File: src/core/psp_defines.svh
// Constants for the partner supervision and panel logic
`ifndef PSP_DEFINES_SVH
`define PSP_DEFINES_SVH

// ====
// Register byte offsets
`define PSP_OFS_CTRL      12'h000
`define PSP_OFS_STATUS    12'h004
`define PSP_OFS_LINE      12'h008
`define PSP_OFS_PARAM     12'h00c
`define PSP_OFS_PANEL     12'h010

// ====
// Control register fields
`define PSP_CTRL_DIRECT_BURNER  0
`define PSP_CTRL_CURVE_BY_LINES 1
`define PSP_CTRL_INACTIVE_OK    2

// ====
// Line ranges and codes
`define PSP_LINE_FIRST     8'd1
`define PSP_LINE_USER_LAST 8'd50
`define PSP_LINE_LAST      8'd197
`define PSP_BLOCK_SIZE     8'd10
`define PSP_VALUE_MAX      16'h7ffe
`define PSP_VALUE_DASHED   16'hffff
`define PSP_ERR_NO_PARTNER 8'd142
`define PSP_ERR_DUP_ADDR   8'd82
`define PSP_MISS_LIMIT     2'd3

// ====
// Timing
`define PSP_CLK_HZ         20000000
`define PSP_TICK_MS        100
`define PSP_TICK_CYCLES    ((`PSP_CLK_HZ / 1000) * `PSP_TICK_MS)
`define PSP_ACTIVE_MIN     10
`define PSP_RETRY_MIN      1
`define PSP_TICKS_PER_MIN  (60000 / `PSP_TICK_MS)
`define PSP_HOLD_S         3
`define PSP_HOLD_TICKS     ((`PSP_HOLD_S * 1000) / `PSP_TICK_MS)

`endif

File: src/core/psp_pkg.sv
// Types shared by the partner supervision and panel logic
package psp_pkg;

  // ====
  // Supervision states, one-hot
  typedef enum logic [2:0]
  {
    PSP_ST_WAIT  = 3'b001,
    PSP_ST_QUERY = 3'b010,
    PSP_ST_REPLY = 3'b100
  } psp_sup_e;

  // Info display selections
  typedef enum logic [1:0]
  {
    PSP_INFO_FLOW    = 2'd0,
    PSP_INFO_ROOM    = 2'd1,
    PSP_INFO_OUTSIDE = 2'd2,
    PSP_INFO_TIME    = 2'd3
  } psp_info_e;

endpackage

File: src/core/psp_tick.sv
// Slow time-base tick divider
`timescale 1ns/1ns
`include "psp_defines.svh"
module psp_tick
  import psp_pkg::*;
#(
  parameter int unsigned TICK_CYCLES = `PSP_TICK_CYCLES
)
(
  // Clock and reset
  input  wire logic aclk,
  input  wire logic aresetn,
  input  wire logic ce,
  // Tick out
  output logic      tick
);

  logic [31:0] cnt_q;

  // ====
  // Divider, cleared at power-up
  always_ff @(posedge aclk)
  begin
    if (!aresetn)
    begin
      cnt_q <= 32'h0;
      tick  <= 1'b0;
    end
    else if (ce)
    begin
      tick <= (cnt_q == 32'(TICK_CYCLES - 1));
      if (cnt_q == 32'(TICK_CYCLES - 1))
        cnt_q <= 32'h0;
      else
        cnt_q <= cnt_q + 32'h1;
    end
  end

endmodule

File: src/core/psp_edge.sv
// Press detector for a group of synchronous buttons
`timescale 1ns/1ns
module psp_edge
  import psp_pkg::*;
#(
  parameter int unsigned N = 12
)
(
  // Clock and reset
  input  wire logic         aclk,
  input  wire logic         aresetn,
  input  wire logic         ce,
  // Buttons
  input  wire logic [N-1:0] level,
  output logic      [N-1:0] press
);

  logic [N-1:0] prev_q;

  // ====
  // Two registers per button
  for (genvar i = 0; i < N; i++)
  begin : g_btn
    always_ff @(posedge aclk)
    begin
      if (!aresetn)
      begin
        prev_q[i] <= 1'b0;
        press[i]  <= 1'b0;
      end
      else if (ce)
      begin
        prev_q[i] <= level[i];
        press[i]  <= level[i] & ~prev_q[i];
      end
    end
  end

endmodule

File: src/core/psp_top.sv
// Partner supervision and front-panel logic of a second-circuit controller
//
// Chosen here: the placing of the registers and the AXI4-Lite interface to the registers.
`timescale 1ns/1ns
`include "psp_defines.svh"

// Notes on behaviour
// RULE1: Periodic partner query; good reply: active, requery in 10 min.
// RULE2: Inadmissible partner: passive, requery in 1 min.
// RULE3: No reply keeps status, requery in 1 min; third miss: passive.
// RULE4: Power-up passive; only good identification leaves it.
// RULE5: Passive: pump off, mixing valve closed.
// RULE6: Passive raises fault, missing-partner code.
// RULE7: Passive keeps manual, panel, room unit and bus working. Code still forces the valve closed, manual included, while passive.
// RULE8: Four mode buttons; press selects mode, only its LED lit.
// RULE9: Curve set by lines: sliders ignored.
// RULE10: Manual button toggles manual with LED; mode press leaves it.
// RULE11: In manual, open/close held drives valve, its LED lit.
// RULE12: Burner plants: manual close press toggles burner stage two.
// RULE13: Pump LED lit exactly while pump output on.
// RULE14: Line buttons step line down or up by one.
// RULE15: Minus and plus step displayed value down and up.
// RULE16: Edit committed only on info or mode press.
// RULE17: Stepping past end gives dashed code, which then sticks.
// RULE18: Button combinations jump to next higher or lower block.
// RULE19: Info press steps flow, room, outside, time; last stays. Code wraps from time back to flow.
// RULE20: Without engineer access only lines 1 to 50.
// RULE21: Both line buttons held 3 s open all lines.
// RULE22: Duplicate address: its code, held passive.
// RULE23: Installer numbers device one below partner, same segment.
// RULE24: Intervals and hold counted from slow tick, cleared at power-up.
module psp_top
  import psp_pkg::*;
#(
  parameter int unsigned TICK_CYCLES = `PSP_TICK_CYCLES
)
(
  // Clock, reset, enable
  input  wire logic        aclk,
  input  wire logic        aresetn,
  input  wire logic        ce,
  // AXI4-Lite write address and data
  input  wire logic [11:0] s_axi_awaddr,
  input  wire logic        s_axi_awvalid,
  output logic             s_axi_awready,
  input  wire logic [31:0] s_axi_wdata,
  input  wire logic [3:0]  s_axi_wstrb,
  input  wire logic        s_axi_wvalid,
  output logic             s_axi_wready,
  output logic [1:0]       s_axi_bresp,
  output logic             s_axi_bvalid,
  input  wire logic        s_axi_bready,
  // AXI4-Lite read
  input  wire logic [11:0] s_axi_araddr,
  input  wire logic        s_axi_arvalid,
  output logic             s_axi_arready,
  output logic [31:0]      s_axi_rdata,
  output logic [1:0]       s_axi_rresp,
  output logic             s_axi_rvalid,
  input  wire logic        s_axi_rready,
  // Process bus partner query
  output logic             query_req,
  input  wire logic        reply_valid,
  input  wire logic        reply_none,
  input  wire logic        reply_admissible,
  input  wire logic        dup_address,
  // Buttons
  input  wire logic [3:0]  btn_mode,
  input  wire logic        btn_manual,
  input  wire logic        btn_open,
  input  wire logic        btn_close,
  input  wire logic        btn_line_dn,
  input  wire logic        btn_line_up,
  input  wire logic        btn_minus,
  input  wire logic        btn_plus,
  input  wire logic        btn_info,
  // Heating curve sliders and controller demands
  input  wire logic [7:0]  slider_hot,
  input  wire logic [7:0]  slider_mild,
  input  wire logic        ctl_pump,
  input  wire logic        ctl_open,
  input  wire logic        ctl_close,
  // Outputs
  output logic             heating_pump_output,
  output logic             mixing_valve_output_open,
  output logic             mixing_valve_output_close,
  output logic             burner_stage2,
  output logic             active_mode,
  output logic             fault,
  output logic [7:0]       error_code,
  output logic [3:0]       led_mode,
  output logic             led_manual,
  output logic             led_open,
  output logic             led_close,
  output logic             led_pump,
  output logic [7:0]       curve_hot,
  output logic [7:0]       curve_mild,
  output logic [1:0]       info_sel,
  output logic [7:0]       line_num,
  output logic [15:0]      disp_value,
  output logic             engineer
);

  // ====
  // Time base and button presses
  logic        tick;
  logic [11:0] press;
  logic [11:0] lvl;

  assign lvl = {btn_info, btn_plus, btn_minus, btn_line_up, btn_line_dn,
                btn_close, btn_open, btn_manual, btn_mode};

  psp_tick #(.TICK_CYCLES(TICK_CYCLES)) u_tick
  (
    .aclk    (aclk),
    .aresetn (aresetn),
    .ce      (ce),
    .tick    (tick)
  );

  psp_edge #(.N(12)) u_edge
  (
    .aclk    (aclk),
    .aresetn (aresetn),
    .ce      (ce),
    .level   (lvl),
    .press   (press)
  );

  logic       p_manual, p_close, p_dn, p_up, p_minus, p_plus, p_info, any_mode;
  assign any_mode = |press[3:0];
  assign p_manual = press[4];
  assign p_close  = press[6];
  assign p_dn     = press[7];
  assign p_up     = press[8];
  assign p_minus  = press[9];
  assign p_plus   = press[10];
  assign p_info   = press[11];

  // ====
  // Software registers
  logic [2:0]  ctrl_q;
  logic [15:0] param_q;

  // ====
  // Partner supervision
  psp_sup_e    st_q;
  logic [15:0] wait_q;
  logic [1:0]  miss_q;

  // Query scheduler and mode decision
  always_ff @(posedge aclk)
  begin
    if (!aresetn)
    begin
      st_q        <= PSP_ST_QUERY;
      wait_q      <= 16'h0;
      miss_q      <= 2'd0;
      active_mode <= 1'b0;                    // see RULE4
      query_req   <= 1'b0;
    end
    else if (ce)
    begin
      query_req <= 1'b0;
      unique case (st_q)
        PSP_ST_QUERY:
        begin
          query_req <= 1'b1;                  // see RULE1
          st_q      <= PSP_ST_REPLY;
        end
        PSP_ST_REPLY:
          if (reply_valid)
          begin
            st_q <= PSP_ST_WAIT;
            if (reply_none)
            begin
              // Status kept until the third miss in a row
              wait_q <= 16'(`PSP_RETRY_MIN * `PSP_TICKS_PER_MIN);  // see RULE3
              if (miss_q == `PSP_MISS_LIMIT - 2'd1)
                active_mode <= 1'b0;          // see RULE3
              else
                miss_q <= miss_q + 2'd1;
            end
            else if (reply_admissible && !dup_address)
            begin
              miss_q      <= 2'd0;
              active_mode <= 1'b1;            // see RULE1
              wait_q      <= 16'(`PSP_ACTIVE_MIN * `PSP_TICKS_PER_MIN);
            end
            else
            begin
              miss_q      <= 2'd0;
              active_mode <= 1'b0;            // see RULE2
              wait_q      <= 16'(`PSP_RETRY_MIN * `PSP_TICKS_PER_MIN);
            end
          end
        PSP_ST_WAIT:
          if (tick)
          begin
            if (wait_q <= 16'h1)
              st_q <= PSP_ST_QUERY;           // see RULE24
            else
              wait_q <= wait_q - 16'h1;
          end
        default:
          st_q <= PSP_ST_QUERY;
      endcase
      // Duplicate address holds passive until corrected
      if (dup_address)
        active_mode <= 1'b0;                  // see RULE22
    end
  end

  // Fault report
  always_ff @(posedge aclk)
  begin
    if (!aresetn)
    begin
      fault      <= 1'b1;
      error_code <= `PSP_ERR_NO_PARTNER;
    end
    else if (ce)
    begin
      fault <= dup_address | ~active_mode;    // see RULE6
      if (dup_address)
        error_code <= `PSP_ERR_DUP_ADDR;      // see RULE22
      else if (!active_mode)
        error_code <= `PSP_ERR_NO_PARTNER;    // see RULE6
      else
        error_code <= 8'h0;
    end
  end

  // ====
  // Modes and manual; panel works in passive (see RULE7)
  logic manual_q;

  always_ff @(posedge aclk)
  begin
    if (!aresetn)
    begin
      led_mode      <= 4'b0001;
      manual_q      <= 1'b0;
      burner_stage2 <= 1'b0;
    end
    else if (ce)
    begin
      if (any_mode)
        led_mode <= press[3:0] & (~press[3:0] + 4'd1);   // see RULE8
      if (any_mode)
        manual_q <= 1'b0;                     // see RULE10
      else if (p_manual)
        manual_q <= ~manual_q;                // see RULE10
      if (manual_q && ctrl_q[`PSP_CTRL_DIRECT_BURNER] && p_close)
        burner_stage2 <= ~burner_stage2;      // see RULE12
    end
  end

  // Outputs; passive forces pump off and valve closing
  logic man_open, man_close;
  assign man_open  = manual_q & btn_open & ~btn_close;
  assign man_close = manual_q & btn_close & ~btn_open
                     & ~ctrl_q[`PSP_CTRL_DIRECT_BURNER];

  always_ff @(posedge aclk)
  begin
    if (!aresetn)
    begin
      heating_pump_output       <= 1'b0;
      mixing_valve_output_open  <= 1'b0;
      mixing_valve_output_close <= 1'b0;
      led_pump                  <= 1'b0;
      led_manual                <= 1'b0;
      led_open                  <= 1'b0;
      led_close                 <= 1'b0;
    end
    else if (ce)
    begin
      heating_pump_output <= active_mode & ctl_pump;  // see RULE5
      led_pump            <= active_mode & ctl_pump;  // see RULE13
      if (manual_q)
      begin
        mixing_valve_output_open  <= man_open & active_mode;             // see RULE11
        mixing_valve_output_close <= man_close | ~active_mode;           // see RULE5
      end
      else
      begin
        mixing_valve_output_open  <= ctl_open & ~ctl_close & active_mode;
        mixing_valve_output_close <= (ctl_close & ~ctl_open) | ~active_mode;
      end
      led_manual <= manual_q;                 // see RULE10
      led_open   <= man_open;                 // see RULE11
      led_close  <= manual_q & btn_close;
    end
  end

  // Heating curve: sliders followed unless set by lines
  always_ff @(posedge aclk)
  begin
    if (!aresetn)
    begin
      curve_hot  <= 8'h0;
      curve_mild <= 8'h0;
    end
    else if (ce && !ctrl_q[`PSP_CTRL_CURVE_BY_LINES])
    begin
      curve_hot  <= slider_hot;               // see RULE9
      curve_mild <= slider_mild;
    end
  end

  // ====
  // Info selection, stepped on each press, wraps from time back to flow
  always_ff @(posedge aclk)
  begin
    if (!aresetn)
      info_sel <= PSP_INFO_FLOW;
    else if (ce && p_info)
      info_sel <= info_sel + 2'd1;            // see RULE19
  end

  // ====
  // Engineer access
  logic [7:0] hold_q;

  always_ff @(posedge aclk)
  begin
    if (!aresetn)
    begin
      hold_q   <= 8'h0;
      engineer <= 1'b0;
    end
    else if (ce)
    begin
      if (!(btn_line_dn && btn_line_up))
        hold_q <= 8'h0;
      else if (tick && hold_q != 8'(`PSP_HOLD_TICKS))
        hold_q <= hold_q + 8'h1;              // see RULE24
      if (hold_q == 8'(`PSP_HOLD_TICKS))
        engineer <= 1'b1;                     // see RULE21
    end
  end

  // ====
  // Line navigation; combos are a line button held with a setting press
  logic [7:0] top_line;
  assign top_line = engineer ? `PSP_LINE_LAST : `PSP_LINE_USER_LAST;  // see RULE20

  always_ff @(posedge aclk)
  begin
    if (!aresetn)
      line_num <= `PSP_LINE_FIRST;
    else if (ce)
    begin
      if (btn_line_up && p_plus)
        line_num <= (line_num + `PSP_BLOCK_SIZE > top_line) ? top_line
                    : line_num + `PSP_BLOCK_SIZE;                   // see RULE18
      else if (btn_line_dn && p_minus)
        line_num <= (line_num <= `PSP_BLOCK_SIZE) ? `PSP_LINE_FIRST
                    : line_num - `PSP_BLOCK_SIZE;                   // see RULE18
      else if (p_up && !btn_line_dn && line_num < top_line)
        line_num <= line_num + 8'd1;          // see RULE14
      else if (p_dn && !btn_line_up && line_num > `PSP_LINE_FIRST)
        line_num <= line_num - 8'd1;          // see RULE14
      else if (line_num > top_line)
        line_num <= top_line;                 // see RULE20
    end
  end

  // Edited value and commit
  logic in_combo, line_move;
  assign in_combo  = btn_line_up | btn_line_dn;
  assign line_move = p_up | p_dn;

  always_ff @(posedge aclk)
  begin
    if (!aresetn)
    begin
      disp_value <= 16'h0;
      param_q    <= 16'h0;
    end
    else if (ce)
    begin
      if (p_info || any_mode)
        param_q <= disp_value;                // see RULE16
      if (line_move)
        disp_value <= param_q;                // Uncommitted edit discarded
      else if (disp_value == `PSP_VALUE_DASHED)
        disp_value <= disp_value;             // see RULE17
      else if (p_plus && !in_combo)
      begin
        if (disp_value < `PSP_VALUE_MAX)
          disp_value <= disp_value + 16'h1;   // see RULE15
        else if (ctrl_q[`PSP_CTRL_INACTIVE_OK])
          disp_value <= `PSP_VALUE_DASHED;    // see RULE17
      end
      else if (p_minus && !in_combo)
      begin
        if (disp_value != 16'h0)
          disp_value <= disp_value - 16'h1;   // see RULE15
        else if (ctrl_q[`PSP_CTRL_INACTIVE_OK])
          disp_value <= `PSP_VALUE_DASHED;    // see RULE17
      end
    end
  end

  // ====
  // AXI4-Lite slave, one write and one read at a time
  logic        aw_hold_q, w_hold_q;
  logic [11:0] awaddr_q;
  logic [31:0] wdata_q;

  always_ff @(posedge aclk)
  begin
    if (!aresetn)
    begin
      s_axi_awready <= 1'b0;
      s_axi_wready  <= 1'b0;
      s_axi_bvalid  <= 1'b0;
      s_axi_bresp   <= 2'b00;
      aw_hold_q     <= 1'b0;
      w_hold_q      <= 1'b0;
      awaddr_q      <= 12'h0;
      wdata_q       <= 32'h0;
      ctrl_q        <= 3'b000;
    end
    else if (ce)
    begin
      s_axi_awready <= ~aw_hold_q & ~s_axi_awready & s_axi_awvalid & ~s_axi_bvalid;
      s_axi_wready  <= ~w_hold_q & ~s_axi_wready & s_axi_wvalid & ~s_axi_bvalid;
      if (s_axi_awready && s_axi_awvalid)
      begin
        aw_hold_q <= 1'b1;
        awaddr_q  <= s_axi_awaddr;
      end
      if (s_axi_wready && s_axi_wvalid)
      begin
        w_hold_q <= 1'b1;
        wdata_q  <= s_axi_wdata;
      end
      if (aw_hold_q && w_hold_q && !s_axi_bvalid)
      begin
        aw_hold_q    <= 1'b0;
        w_hold_q     <= 1'b0;
        s_axi_bvalid <= 1'b1;
        s_axi_bresp  <= (awaddr_q == `PSP_OFS_CTRL) ? 2'b00 : 2'b10;
        if (awaddr_q == `PSP_OFS_CTRL)
          ctrl_q <= wdata_q[2:0];
      end
      else if (s_axi_bvalid && s_axi_bready)
        s_axi_bvalid <= 1'b0;
    end
  end

  // Read channel
  always_ff @(posedge aclk)
  begin
    if (!aresetn)
    begin
      s_axi_arready <= 1'b0;
      s_axi_rvalid  <= 1'b0;
      s_axi_rdata   <= 32'h0;
      s_axi_rresp   <= 2'b00;
    end
    else if (ce)
    begin
      s_axi_arready <= ~s_axi_arready & s_axi_arvalid & ~s_axi_rvalid;
      if (s_axi_arready && s_axi_arvalid)
      begin
        s_axi_rvalid <= 1'b1;
        s_axi_rresp  <= 2'b00;
        unique case (s_axi_araddr)
          `PSP_OFS_CTRL:   s_axi_rdata <= {29'h0, ctrl_q};
          `PSP_OFS_STATUS: s_axi_rdata <= {16'h0, error_code, 4'h0,
                                           engineer, manual_q, fault, active_mode};
          `PSP_OFS_LINE:   s_axi_rdata <= {22'h0, info_sel, line_num};
          `PSP_OFS_PARAM:  s_axi_rdata <= {disp_value, param_q};
          `PSP_OFS_PANEL:  s_axi_rdata <= {24'h0, led_mode, led_pump,
                                           led_close, led_open, led_manual};
          default:
          begin
            s_axi_rdata <= 32'h0;
            s_axi_rresp <= 2'b10;
          end
        endcase
      end
      else if (s_axi_rvalid && s_axi_rready)
        s_axi_rvalid <= 1'b0;
    end
  end

endmodule

File: config.mk
export PLATFORM = sky130hd
export DESIGN_NAME = psp_top
export DESIGN_NICKNAME = d
export VERILOG_FILES = /design/src/core/psp_pkg.sv /design/src/core/psp_tick.sv /design/src/core/psp_edge.sv /design/src/core/psp_top.sv
export VERILOG_INCLUDE_DIRS = /design/src /design/src/core
export SDC_FILE = /design/constraint.sdc
export NUM_CORES = 1
export LEC_CHECK = 0
export ABC_AREA = 1
export BUFFER_PORTS_ARGS = -buffer_cell sky130_fd_sc_hd__buf_4
export CORE_MARGIN = 1
export CORE_UTILIZATION = 48
export DETAILED_ROUTE_END_ITERATION = 12
export MAX_ROUTING_LAYER = met4
export PLACE_DENSITY = 0.74
export SLEW_MARGIN = 25
export SYNTH_ARGS = -nofsm -noshare
export SYNTH_HDL_FRONTEND = slang
export SYNTH_SLANG_ARGS = --single-unit
File: constraint.sdc
create_clock -name aclk -period 2.6 [get_ports aclk]
set_input_delay 0.13 -clock aclk [delete_from_list [all_inputs] [get_ports aclk]]
set_output_delay 0.13 -clock aclk [all_outputs]
set_load 0.005 [all_outputs]
==> metrics.md, run 1 <==
| Metric | Value |
|---|---|
| CP peak stage delay | 0.38 ns |
| R2r endpoint | line_num[3] |
| Clock transition at path regs | 0.06 ns |
| Final Slew Violations | 0 |
| Drt wl/cell | 15.7 um |
| Flop and latch count out of synthesis | 219 |
| Core box area | 25300 um^2 |
| Synth area leaders | dfxtp_1 (35%), nand2_1 (13%), nor2_1 (7.4%), a21oi_1 (6.3%), inv_1 (5.1%) |
| Slowest cell on the critical path | ha_1 |
| Worst Hold Depth | 2 |
| # DRC | 0 |
| Hold EP | s_axi_wready |
| Final hold vios | 0 |
| CP max FO | 9 |
| Vias in the first global route | 11990 |
| Stages on the worst setup path | 13 |
| Mapped Area | 12500 um^2 |
| Top_reg_cell synth | dfxtp_1 |
| Clock Skew | around 0.0074 ns |
| Leak | 6.86 nW |
| Yosys warns | 0 |
| Layout cell share with drive strength beyond 1 | 16.7% |
| VDD IR max | 0.539 mV |
| DP HPWL | 27000 um |
| Cell count of the worst reg-to-reg path | 13 |
| Flop-to-flop setup slack | around 0.24 ns |
| Row count | 58 |
| Ports | 210 |
| Critical Path Source Type | flop |
| Diode count | 0 |
| DP Cell Count | 2310 |
| Final design utilization | 60.8% |
| Delay-heaviest family, CP | simple AND/OR/NAND/NOR gates |
| Synth Instances | roughly 1900 |
| RSZ-0062 raised after global routing | false |
| Antenna violations before repair | 0 |
| Area leader, netlist | dfxtp_1 |
| Hold path start | ce |
| Final min period | 2.36 ns |
| Mean Syn Cell Area | approximately 6.7 um^2 |
| Fill cell count | 2394 |
| CTS tree | done |
| Top-area cell type share of the netlist area | 35.1% |
| Worst skew pair latency | 0.54 ns |
| Worst-Margin Slew | 0.700 ns |
| Final setup violating endpoints | 0 |
| Starting Density | 49.3% |
| Crit path buf inv count | 2 |
| WP data arrival | 2.80 ns |
| Die Ht | 163 um |
| Total GRT Usage | between 20 and 30% |
| Final Wtd Congestion | a little over 0.9 |
| FF-to-FF Start | line_num[1] |
| Overall die area | 26700 um^2 |
| CP required | between 3 and 4 ns |
| Post-Layout Cell Count | between 2000 and 2500 |
| FMAX | 423 MHz |
| Clk root buf | clkbuf_16 |
| Largest net degree at the start of global routing | a little over 80 |
| Initial DRC count | 1213 |
| Worst min path class | in -> reg |
| Cell mode on critical path | nand2_1 |
| Router iterations before antenna repair | 5 |
| Final nets | roughly 2200 |
| Port Buffers | ~170 |
| Post-synth cell types | 58 |
| Final worst-path cycle share | between 90% and 100% |
| PwrDens | 587 nW/um^2 |
| Setup_tns | 0 ns |
| H-tree levels | 1 |
| Total routed wirelength | between 30000 and 40000 um |
| Worst hold margin | 0.0198 ns |
| Die span in x | 163 um |
| Status | complete, no violations |
| Sequential share of the synthesized area | 35.1% |
| Gr ovfl total | 0 |
| Vias | 12907 |
| First-pass GRT wire length | 61100 um |
| Clk buf depth | 3 |
| Worst path cell trace | buf_4 > inv_1 > ha_1 > o21ai_0 > nand2_1 > nand2_1 > nand2_1 > nand3_1 > nand2_1 > o21bai_4 > nand2_1 > nand2_1 > nor2_1 |
| Clock Sinks | 219 |
| Via-to-Cell Ratio | 5.36 |
| Max_slew headroom | a little over half |
| FFs w/ async S/R, synth | 0% |
| Crit Path Class | reg -> reg |
| Post-route ant nets | 0 |
| Area Growth Syn to Fin | 23.1% |
| Max Cap Viol | 0 |
| CP Capture Type | flop |
| CTS Buf Count | 25 |
| Number of synthesized flops with an enable pin | 0 |
-- power breakdown --
part           leakage, nW  internal, mW  switching [mW]  total [mW]
logic                 4.69         0.792            1.23        2.02
clock network        0.387          1.91            1.44        3.35
registers             1.78          3.50           0.162        3.66
total                 6.86          6.20            2.83        9.03
-- state kept, by name (all words and copies together) (netlist names), 2 cells and up --
signal / flops
line_num: 8
u_tick.cnt_q: 32
st_q: 3
hold_q: 8
u_edge.press: 11
info_sel: 2
curve_mild: 8
awaddr_q: 12
wait_q: 16
disp_value: 16
u_edge.prev_q: 11
param_q: 16
led_mode: 4
s_axi_rdata: 32
miss_q: 2
wdata_q: 3
error_code: 2
curve_hot: 8
ctrl_q: 3
-- metal layers --
metal / part of all wire [%] / track usage (%)
met1: 45 / 37.9
met2: 46 / 46.8
met3: 6.7 / 3.73
met4: 3.0 / 9.52
met5: 0 / -
-- how the worst max path moves through the flow --
stage | endpoint | start
2_1_floorplan | line_num[1] | line_num[2]
3_3_place_gp | line_num[5] | line_num[3]
5_1_grt | line_num[1] | line_num[1]
4_1_cts | line_num[5] | line_num[3]
3_5_place_dp | line_num[5] | line_num[3]
6_report | line_num[3] | line_num[1]
-- per-stage QoR --
| step | setup WS (ns) | area (um^2) | power (mW) |
|---|---|---|---|
| final | 0.236 | 15400 | 9.03 |
| after global routing | 0.0192 | 15400 | 9.48 |
| after CTS | 0.157 | 15400 | 9.06 |
| after detailed placement | 0.174 | 14000 | 5.65 |
| after global placement | 0.171 | 14000 | 5.61 |
| after floorplan | 0.269 | 12500 | 5.01 |
-- cells in the final DEF (no fill, tap or decap), drive strengths merged, types with 7 or more instances in the layout --
cell type / netlist / routed
xnor2: 7 / 7
or2: 7 / 7
nor4: 8 / 8
dlygate4sd3: 0 / 54
nor3: 40 / 40
nand2: 451 / 451
buf: 50 / 209
nand4: 35 / 35
clkbuf: 33 / 31
dfxtp: 219 / 219
clkinv: 5 / 12
a2bb2oi: 11 / 11
a211oi: 7 / 7
a21oi: 162 / 162
nor2: 268 / 268
o21ai: 131 / 131
inv: 179 / 181
nand3: 131 / 131
ha: 29 / 29
xor2: 44 / 44
o211ai: 11 / 11
-- synth_stat cells, types with 3 or more instances --
cell and count:
a211oi_1 7, a21oi_1 157, a21oi_2 4, a2bb2oi_1 11
buf_1 3, buf_2 21, buf_4 18, buf_6 7
clkbuf_1 32, clkinv_1 5, dfxtp_1 219, ha_1 29
inv_1 169, inv_2 9, nand2_1 434, nand2_2 14
nand2_4 3, nand3_1 123, nand3_2 4, nand3_4 4
nand4_1 35, nor2_1 245, nor2_2 12, nor2_4 10
nor3_1 31, nor3_2 7, nor4_1 6, o211ai_1 10
o21ai_0 106, o21ai_1 17, o21ai_2 8, o31ai_1 5
or2_2 6, xnor2_1 7, xor2_1 44
-- what timing repair did --
item,CTS,global route
resized for setup,0,4
buffers inserted,0,1
setup endpoints to repair,0,8
hold endpoints to repair,65,0
hold buffers,54,0
-- layout make-up --
| cell class | instances | area [um^2] | share of cell area, % |
|---|---|---|---|
| repair buffers | 263 | 2130 | 13.9 |
| clock buffers | 31 | 698 | 4.54 |
| flip-flops and latches | 219 | 4390 | 28.5 |
| inverters | 184 | 694 | 4.51 |
| clock inverters | 11 | 86.3 | 0.561 |
| multi-input cells | 1369 | 6980 | 45.3 |
| well taps | 330 | 413 | 2.68 |
-- logic make-up (layout without fill, tap and decap cells) --
logic type | count (synthesis) | in the layout | synth area share (%)
AND/OR/NAND/NOR | 944 | 944 | 33.8
AO/OA/AOI/OAI | 341 | 341 | 15.3
buffers and inverters | 267 | 489 | 9.31
flip-flops | 219 | 219 | 35.1
XOR/XNOR | 51 | 51 | 3.57
adder cells (fa/ha/maj) | 29 | 29 | 2.90
other | 1 | 4 | 0.0300
Power figures use the tool's default switching activity.
==> inputs of run 2 (changes only) <==
ABC_CLOCK_PERIOD_IN_PS = 1900   (was not set)
CAP_MARGIN = 10   (was not set)
PLACE_DENSITY = 0.76   (was 0.74)
clock period = 1.9 ns   (was 2.6 ns; I/O delays follow)
==> metrics.md, run 2 (synthesis results as in run 1) <==
| Metric | Value |
|---|---|
| Vias in the first global route | 12548 (+4.7%) |
| Fill cell count | 2247 (-6.1%) |
| Delay-heaviest family, CP | simple AND/OR/NAND/NOR gates |
| CTS tree | done |
| Sequential share of power | 38.1% (-2.5 points) |
| Clock power frac | 36.7% (-0.4 points) |
| Worst path cell trace | ha_4 > inv_2 > nand2_4 > nand3_4 > xor2_2 > inv_2 > ha_4 > nand2_4 > buf_6 > o21a_1 > nand2_4 > nand3_4 > nand2_2 > nand2_1 > nand2_1 > inv_1 > nor2_1 > nor2_1 |
| Starting Density | 49.3% (unchanged) |
| FF/Latch Area | 4410 um^2 (+0.49%) |
| Area taken by multi-input logic gates | 7240 um^2 (+3.8%) |
| Failing checks | setup timing |
| FMAX | 432 MHz (+2.1%) |
| Core box area | 25300 um^2 (unchanged) |
| Overall die area | 26700 um^2 (unchanged) |
| Clk buf depth | 3 (unchanged) |
| WP data arrival | 2.73 ns (-0.07 ns) |
| Total Power | 13.1 mW (+45%) |
| Clock transition at path regs | 0.06 ns (about the same) |
| Max_slew headroom | 55.4% (+2.1 points) |
| Slowest cell on the critical path | dfxtp_4 |
| Worst min path class | in -> reg |
| Post-route ant nets | 0 (unchanged) |
| Row count | 58 (unchanged) |
| Die span in x | 163 um (unchanged) |
| Final worst-path cycle share | 122% (+31 points) |
| Post-Layout Cell Count | 2501 (+3.9%) |
| Die Ht | 163 um (unchanged) |
| Worst-Margin Slew | 0.668 ns (-0.0320 ns) |
| DP HPWL | 28100 um (+4.2%) |
| Initial DRC count | 1137 (-6.3%) |
| Top flop regs | s_axi_rdata: 32 flops, u_tick.cnt_q: 32 flops |
| Cell count of the worst reg-to-reg path | 18 (+5) |
| Final nets | 2285 (+4.1%) |
| Final Slew Violations | 0 (unchanged) |
| Max Cap Viol | 0 (unchanged) |
| CP peak stage delay | 0.37 ns (about the same) |
| H-tree levels | 1 (unchanged) |
| CP max FO | 5 (-4) |
| CTS Buf Count | 24 (-4.0%) |
| Layout cell share with drive strength beyond 1 | 21.8% (+5.1 points) |
| Drt wl/cell | 15.6 um (-0.42%) |
| Min setup slack post-route | -0.415 ns (-0.651 ns) |
| Total routed wirelength | 39100 um (+3.5%) |
| Combinational power share | 25.2% (+2.9 points) |
| Final design utilization | 65.1% (+4.3 points) |
| Final min period | 2.31 ns (-0.0493 ns) |
| Pre-CTS WS | -0.545 ns (-0.720 ns) |
| RSZ-0062 raised after global routing | true |
| Setup_tns | -2.83 ns (-2.83 ns) |
| Port Buffers | 172 (unchanged) |
| Stages on the worst setup path | 18 (+5) |
| CP required | 2.32 ns (-0.71 ns) |
| # DRC | 0 (unchanged) |
| Worst hold margin | 0.0410 ns (+0.0212 ns) |
| Crit Path Class | reg -> reg |
| Most frequent cells in the layout | nand2_1 (426), buf_4 (280), nor2_1 (239), dfxtp_1 (209), inv_1 (165) |
| PwrDens | 796 nW/um^2 (+36%) |
| Largest net degree at the start of global routing | 55 (-33%) |
| DP Cell Count | 2382 (+3.1%) |
| Antenna violations before repair | 2 (+2) |
| Vias | 13435 (+4.1%) |
| Final hold vios | 0 (unchanged) |
| Cell mode on critical path | nand2_4 |
| Worst skew pair latency | 0.52 ns (-0.02 ns) |
| Clk root buf | clkbuf_16 |
| VDD IR max | 0.908 mV (+69%) |
| Via-to-Cell Ratio | 5.37 (+0.18%) |
| Total GRT Usage | 29.6% (+0.43 points) |
| Ports | 210 (unchanged) |
| Worst Hold Depth | 5 (+3) |
| P_sw | 4.02 mW (+42%) |
| Crit path buf inv count | 4 (+2) |
| Switching Share | 30.7% (-0.67 points) |
| Status | finished, violations left |
| Leak | 7.38 nW (+7.6%) |
| Final Wtd Congestion | 0.982 (+4.9%) |
| Area Growth Syn to Fin | 31.9% |
| Final instance area | 16500 um^2 (+7.1%) |
| Gr ovfl total | 0 (unchanged) |
| Clock Skew | 0.0123 ns (+0.00495 ns) |
| Clock Sinks | 219 (unchanged) |
| Dpl cell area | 14700 um^2 (+4.6%) |
| CP Capture Type | flop |
| First-pass GRT wire length | 62300 um (+1.9%) |
| Most common cell after layout, fill and taps aside | nand2_1 |
| Int Pwr | 9.09 mW (+47%) |
| Router iterations before antenna repair | 5 (unchanged) |
| Final setup violating endpoints | 8 (+8) |
| Critical Path Source Type | flop |
-- run 2: worst paths after layout --
| path | from | end | slack, ns |
|---|---|---|---|
| setup / recovery | line_num[1] | line_num[1] | -0.41 |
| hold / removal | reply_admissible | active_mode | 0.04 |
| setup reg to reg | line_num[1] | line_num[1] | -0.41 |
| hold reg to reg | awaddr_q[3] | awaddr_q[3] | 0.45 |
-- run 2: routing by layer --
metal  share of wire [%]  routed length, um  vias up  global-route usage (%)
met5                   0                  0        -                       -
met4                 2.4                932        0                    8.28
met3                 7.4               2890       79                    4.22
met2                  48              18700      503                    49.7
met1                  42              16600     6199                    36.9
li1                    -                  -     6654                       -
-- run 2: area by class of cell --
class	instances	share of cell area (%)
Antenna cell	2	0.0304
Clock buffer	29	4.01
Clock inverter	13	0.888
Inverter	184	4.23
Multi-Input combinational cell	1371	44.0
Sequential cell	219	26.7
Tap cell	330	2.51
Timing Repair Buffer	353	17.6
-- run 2: worst min-delay path: stages --
cell and delay, ns:
buf_4 0.09, nand2_1 0.04, nor2_1 0.13, nor3_1 0.08, nor2_1 0.09
-- run 2: power by group through the flow --
stage / combinational [mW] / clock, mW / sequential [mW]
finish: 3.31 / 4.81 / 4.99
global route: 3.66 / 5.11 / 5.02
CTS: 3.06 / 4.87 / 4.98
detailed placement: 2.91 / 0 / 5.08
global placement: 2.88 / 0 / 5.07
floorplan: 1.84 / 0 / 5.05
-- run 2: repair_timing --
| item | CTS | global route |
|---|---|---|
| setup buffers | 5 | 7 |
| pin swaps | 14 | 35 |
| hold buffers | 61 | 0 |
| gates resized for setup | 14 | 54 |
| setup endpoints to repair | 24 | 45 |
| endpoints found under the hold margin | 74 | 0 |
| cloned | 0 | 2 |
==> inputs of run 3 (changes only) <==
ABC_AREA = not set   (was 1)
PLACE_DENSITY = 0.77   (was 0.76)
==> metrics.md, run 3 <==
| Metric | Value |
|---|---|
| Final Slew Violations | 0 (unchanged) |
| Area leader, netlist | dfxtp_1 |
| First-pass GRT wire length | 66200 um (+6.3%) |
| Worst-Margin Slew | 0.681 ns (+0.0132 ns) |
| Post-route ant nets | 0 (unchanged) |
| Final Wtd Congestion | 1.01 (+2.8%) |
| FFs w/ async S/R, synth | 0% (unchanged) |
| Clk root buf | clkbuf_16 |
| FMAX | 382 MHz (-12%) |
| Antenna violations before repair | 0 (-2) |
| Delay-heaviest family, CP | simple AND/OR/NAND/NOR gates |
| Most frequent cell after synthesis | dfxtp_1 |
| Port Buffers | 172 (unchanged) |
| Layout cell share with drive strength beyond 1 | 35.0% (+13 points) |
| Area Growth Syn to Fin | 47.8% |
| Yosys warns | 0 (unchanged) |
| PwrDens | 761 nW/um^2 (-4.4%) |
| Core box area | 23500 um^2 (-7.0%) |
| Total Power | 13.0 mW (-1.2%) |
| Post-Layout Cell Count | 2206 (-12%) |
| CP Capture Type | flop |
| DP HPWL | 28800 um (+2.7%) |
| Most frequent cells in the layout | buf_4 (408), nand2_1 (208), dfxtp_1 (194), nor2_1 (138), a21oi_1 (127) |
| Starting Density | 49.0% (-0.38 points) |
| Router iterations before antenna repair | 7 (+2) |
| Final worst-path cycle share | 138% (+16 points) |
| Initial DRC count | 1201 (+5.6%) |
| Synth Instances | 1453 (-22%) |
| Max_slew headroom | 54.6% (-0.82 points) |
| Number of synthesized flops with an enable pin | 0 (unchanged) |
| Gr ovfl total | 0 (unchanged) |
| Vias | 13091 (-2.6%) |
| CP peak stage delay | 0.40 ns (+0.03 ns) |
| Top_reg_cell synth | dfxtp_1 |
| Max Cap Viol | 0 (unchanged) |
| Die Ht | 157 um (-3.9%) |
| Clk buf depth | 3 (unchanged) |
| Diode count | 0 (-2) |
| Pre-CTS WS | -0.743 ns (-0.197 ns) |
| Vias in the first global route | 12639 (+0.73%) |
| Min setup slack post-route | -0.719 ns (-0.304 ns) |
| CP max FO | 5 (unchanged) |
| CTS Buf Count | 25 (+4.2%) |
| H-tree levels | 1 (unchanged) |
| Status | finished, violations left |
| Failing checks | setup timing |
| Flop and latch count out of synthesis | 219 (unchanged) |
| Mapped Area | 11500 um^2 (-7.8%) |
| Most instantiated cells after synthesis | dfxtp_1 (219), nand2_1 (213), nor2_1 (148) |
| Final hold vios | 0 (unchanged) |
| Final min period | 2.62 ns (+0.304 ns) |
| Worst skew pair latency | 0.52 ns (about the same) |
| Top-area cell type share of the netlist area | 38.0% (+3.0 points) |
| # DRC | 0 (unchanged) |
| Slowest cell on the critical path | or3_1 |
| Largest net degree at the start of global routing | 37 (-33%) |
| Crit path buf inv count | 1 (-3) |
| Sequential share of the synthesized area | 38.0% (+3.0 points) |
| CP required | 2.30 ns (-0.02 ns) |
| WP data arrival | 3.01 ns (+0.28 ns) |
| Die span in x | 157 um (-3.9%) |
| DP Cell Count | 2075 (-13%) |
| Most common cell after layout, fill and taps aside | buf_4 |
| RSZ-0062 raised after global routing | true |
| Via-to-Cell Ratio | 5.93 (+10%) |
| Mean Syn Cell Area | 7.93 um^2 (+18%) |
| Row count | 56 (-3.4%) |
| Worst min path class | in -> reg |
| Top flop regs | s_axi_rdata: 32 flops, u_tick.cnt_q: 32 flops |
| Final nets | 2007 (-12%) |
| Worst path cell trace | ha_4 > o2111ai_4 > xnor2_2 > ha_1 > nand4_1 > buf_4 > a21oi_4 > o21ai_4 > or3_1 > o32a_1 |
| Clock transition at path regs | 0.06 ns (about the same) |
| Leak | 7.04 nW (-4.7%) |
| Crit Path Class | reg -> reg |
| Total routed wirelength | 43300 um (+11%) |
| Final design utilization | 72.4% (+7.3 points) |
| Clock Sinks | 219 (unchanged) |
| Synth area leaders | dfxtp_1 (38%), nand2_1 (6.9%), a21oi_1 (6.3%), nor2_1 (4.8%), xor2_1 (3.2%) |
| VDD IR max | 0.609 mV (-33%) |
| Post-synth cell types | 80 (+38%) |
| Final setup violating endpoints | 41 (+33) |
| Critical Path Source Type | flop |
| CTS tree | done |
| Drt wl/cell | 19.6 um (+25%) |
| Overall die area | 24600 um^2 (-7.7%) |
| Total GRT Usage | 34.9% (+5.3 points) |
| Ports | 210 (unchanged) |
| Clock Skew | 0.0168 ns (+0.00444 ns) |
## run 3: changes by cell type in the layout (fill, tap and decap cells not counted), moves of 19 or more
cell	change
a21oi_1	-28
a31oi_1	+19
buf_4	+128
buf_6	+29
inv_1	-148
mux2i_1	+25
nand2_1	-218
nand3_1	-64
nor2_1	-101
o21ai_0	-59
## run 3: final cells by class
type,instances,area [um^2]
multi-input cells,1107,7290
fillers,1785,6510
flip-flops and latches,219,4430
repair buffers,499,4050
clock buffers,30,664
well taps,319,399
clock inverters,9,104
inverters,23,91.3
## run 3: cells by family after synthesis
group | count (synthesis) | synth area share, %
multiplexers | 32 | 2.85
flip-flops | 219 | 38.0
other | 1 | 0.0325
AO/OA/AOI/OAI | 350 | 18.8
adder cells (fa/ha/maj) | 29 | 3.15
XOR/XNOR | 67 | 5.09
AND/OR/NAND/NOR | 625 | 26.5
buffers and inverters | 130 | 5.52
## run 3: routing by layer
metal,GRT usage [%],vias to the layer above,part of all wire [%],routed length [um]
met4,14.3,0,4.9,2100
met2,58.0,682,48,20600
met3,4.87,179,7.6,3300
met5,-,-,0,0
met1,42.5,6194,40,17300
li1,-,6036,-,-
## run 3: repair_timing
item,4_1_cts,5_1_grt
hold endpoints to repair,77,0
gates resized for setup,105,91
hold buffers,52,0
pin swaps,58,52
setup buffers,19,21
setup endpoints to repair,70,80
gates cloned,0,1
## run 3: final timing paths
kind              slack (ns)             from         endpoint  depth (start not counted)
setup / recovery       -0.72      line_num[2]      line_num[0]                         10
setup reg to reg       -0.72      line_num[2]      line_num[0]                         10
hold reg to reg         0.45  s_axi_rdata[24]  s_axi_rdata[24]                          2
hold / removal          0.04  s_axi_araddr[2]   s_axi_rresp[1]                          5
## run 3: metrics by stage
step / cell area [um^2] / hold WS (ns) / TNS [ns]
floorplan: 11700 / 0.231 / -6.34
detailed placement: 14600 / 0.350 / -11.59
finish: 17000 / 0.0414 / -9.82
CTS: 16500 / 0.0417 / -7.48
global route: 17000 / 0.0873 / -13.70
global placement: 14600 / 0.328 / -10.44
## run 3: worst register-to-register path, cell delays in order, from the launching register on
cell and delay, ns:
dfxtp_4 0.39, ha_4 0.18, o2111ai_4 0.12, xnor2_2 0.17, ha_1 0.31, nand4_1 0.25, buf_4 0.25, a21oi_4 0.16
o21ai_4 0.11, or3_1 0.40, o32a_1 0.17
## run 3: report_power, final
| part | switching (mW) | internal [mW] |
|---|---|---|
| sequential | 0.169 | 4.74 |
| combinational | 1.69 | 1.70 |
| clock | 1.92 | 2.74 |
| total | 3.78 | 9.18 |
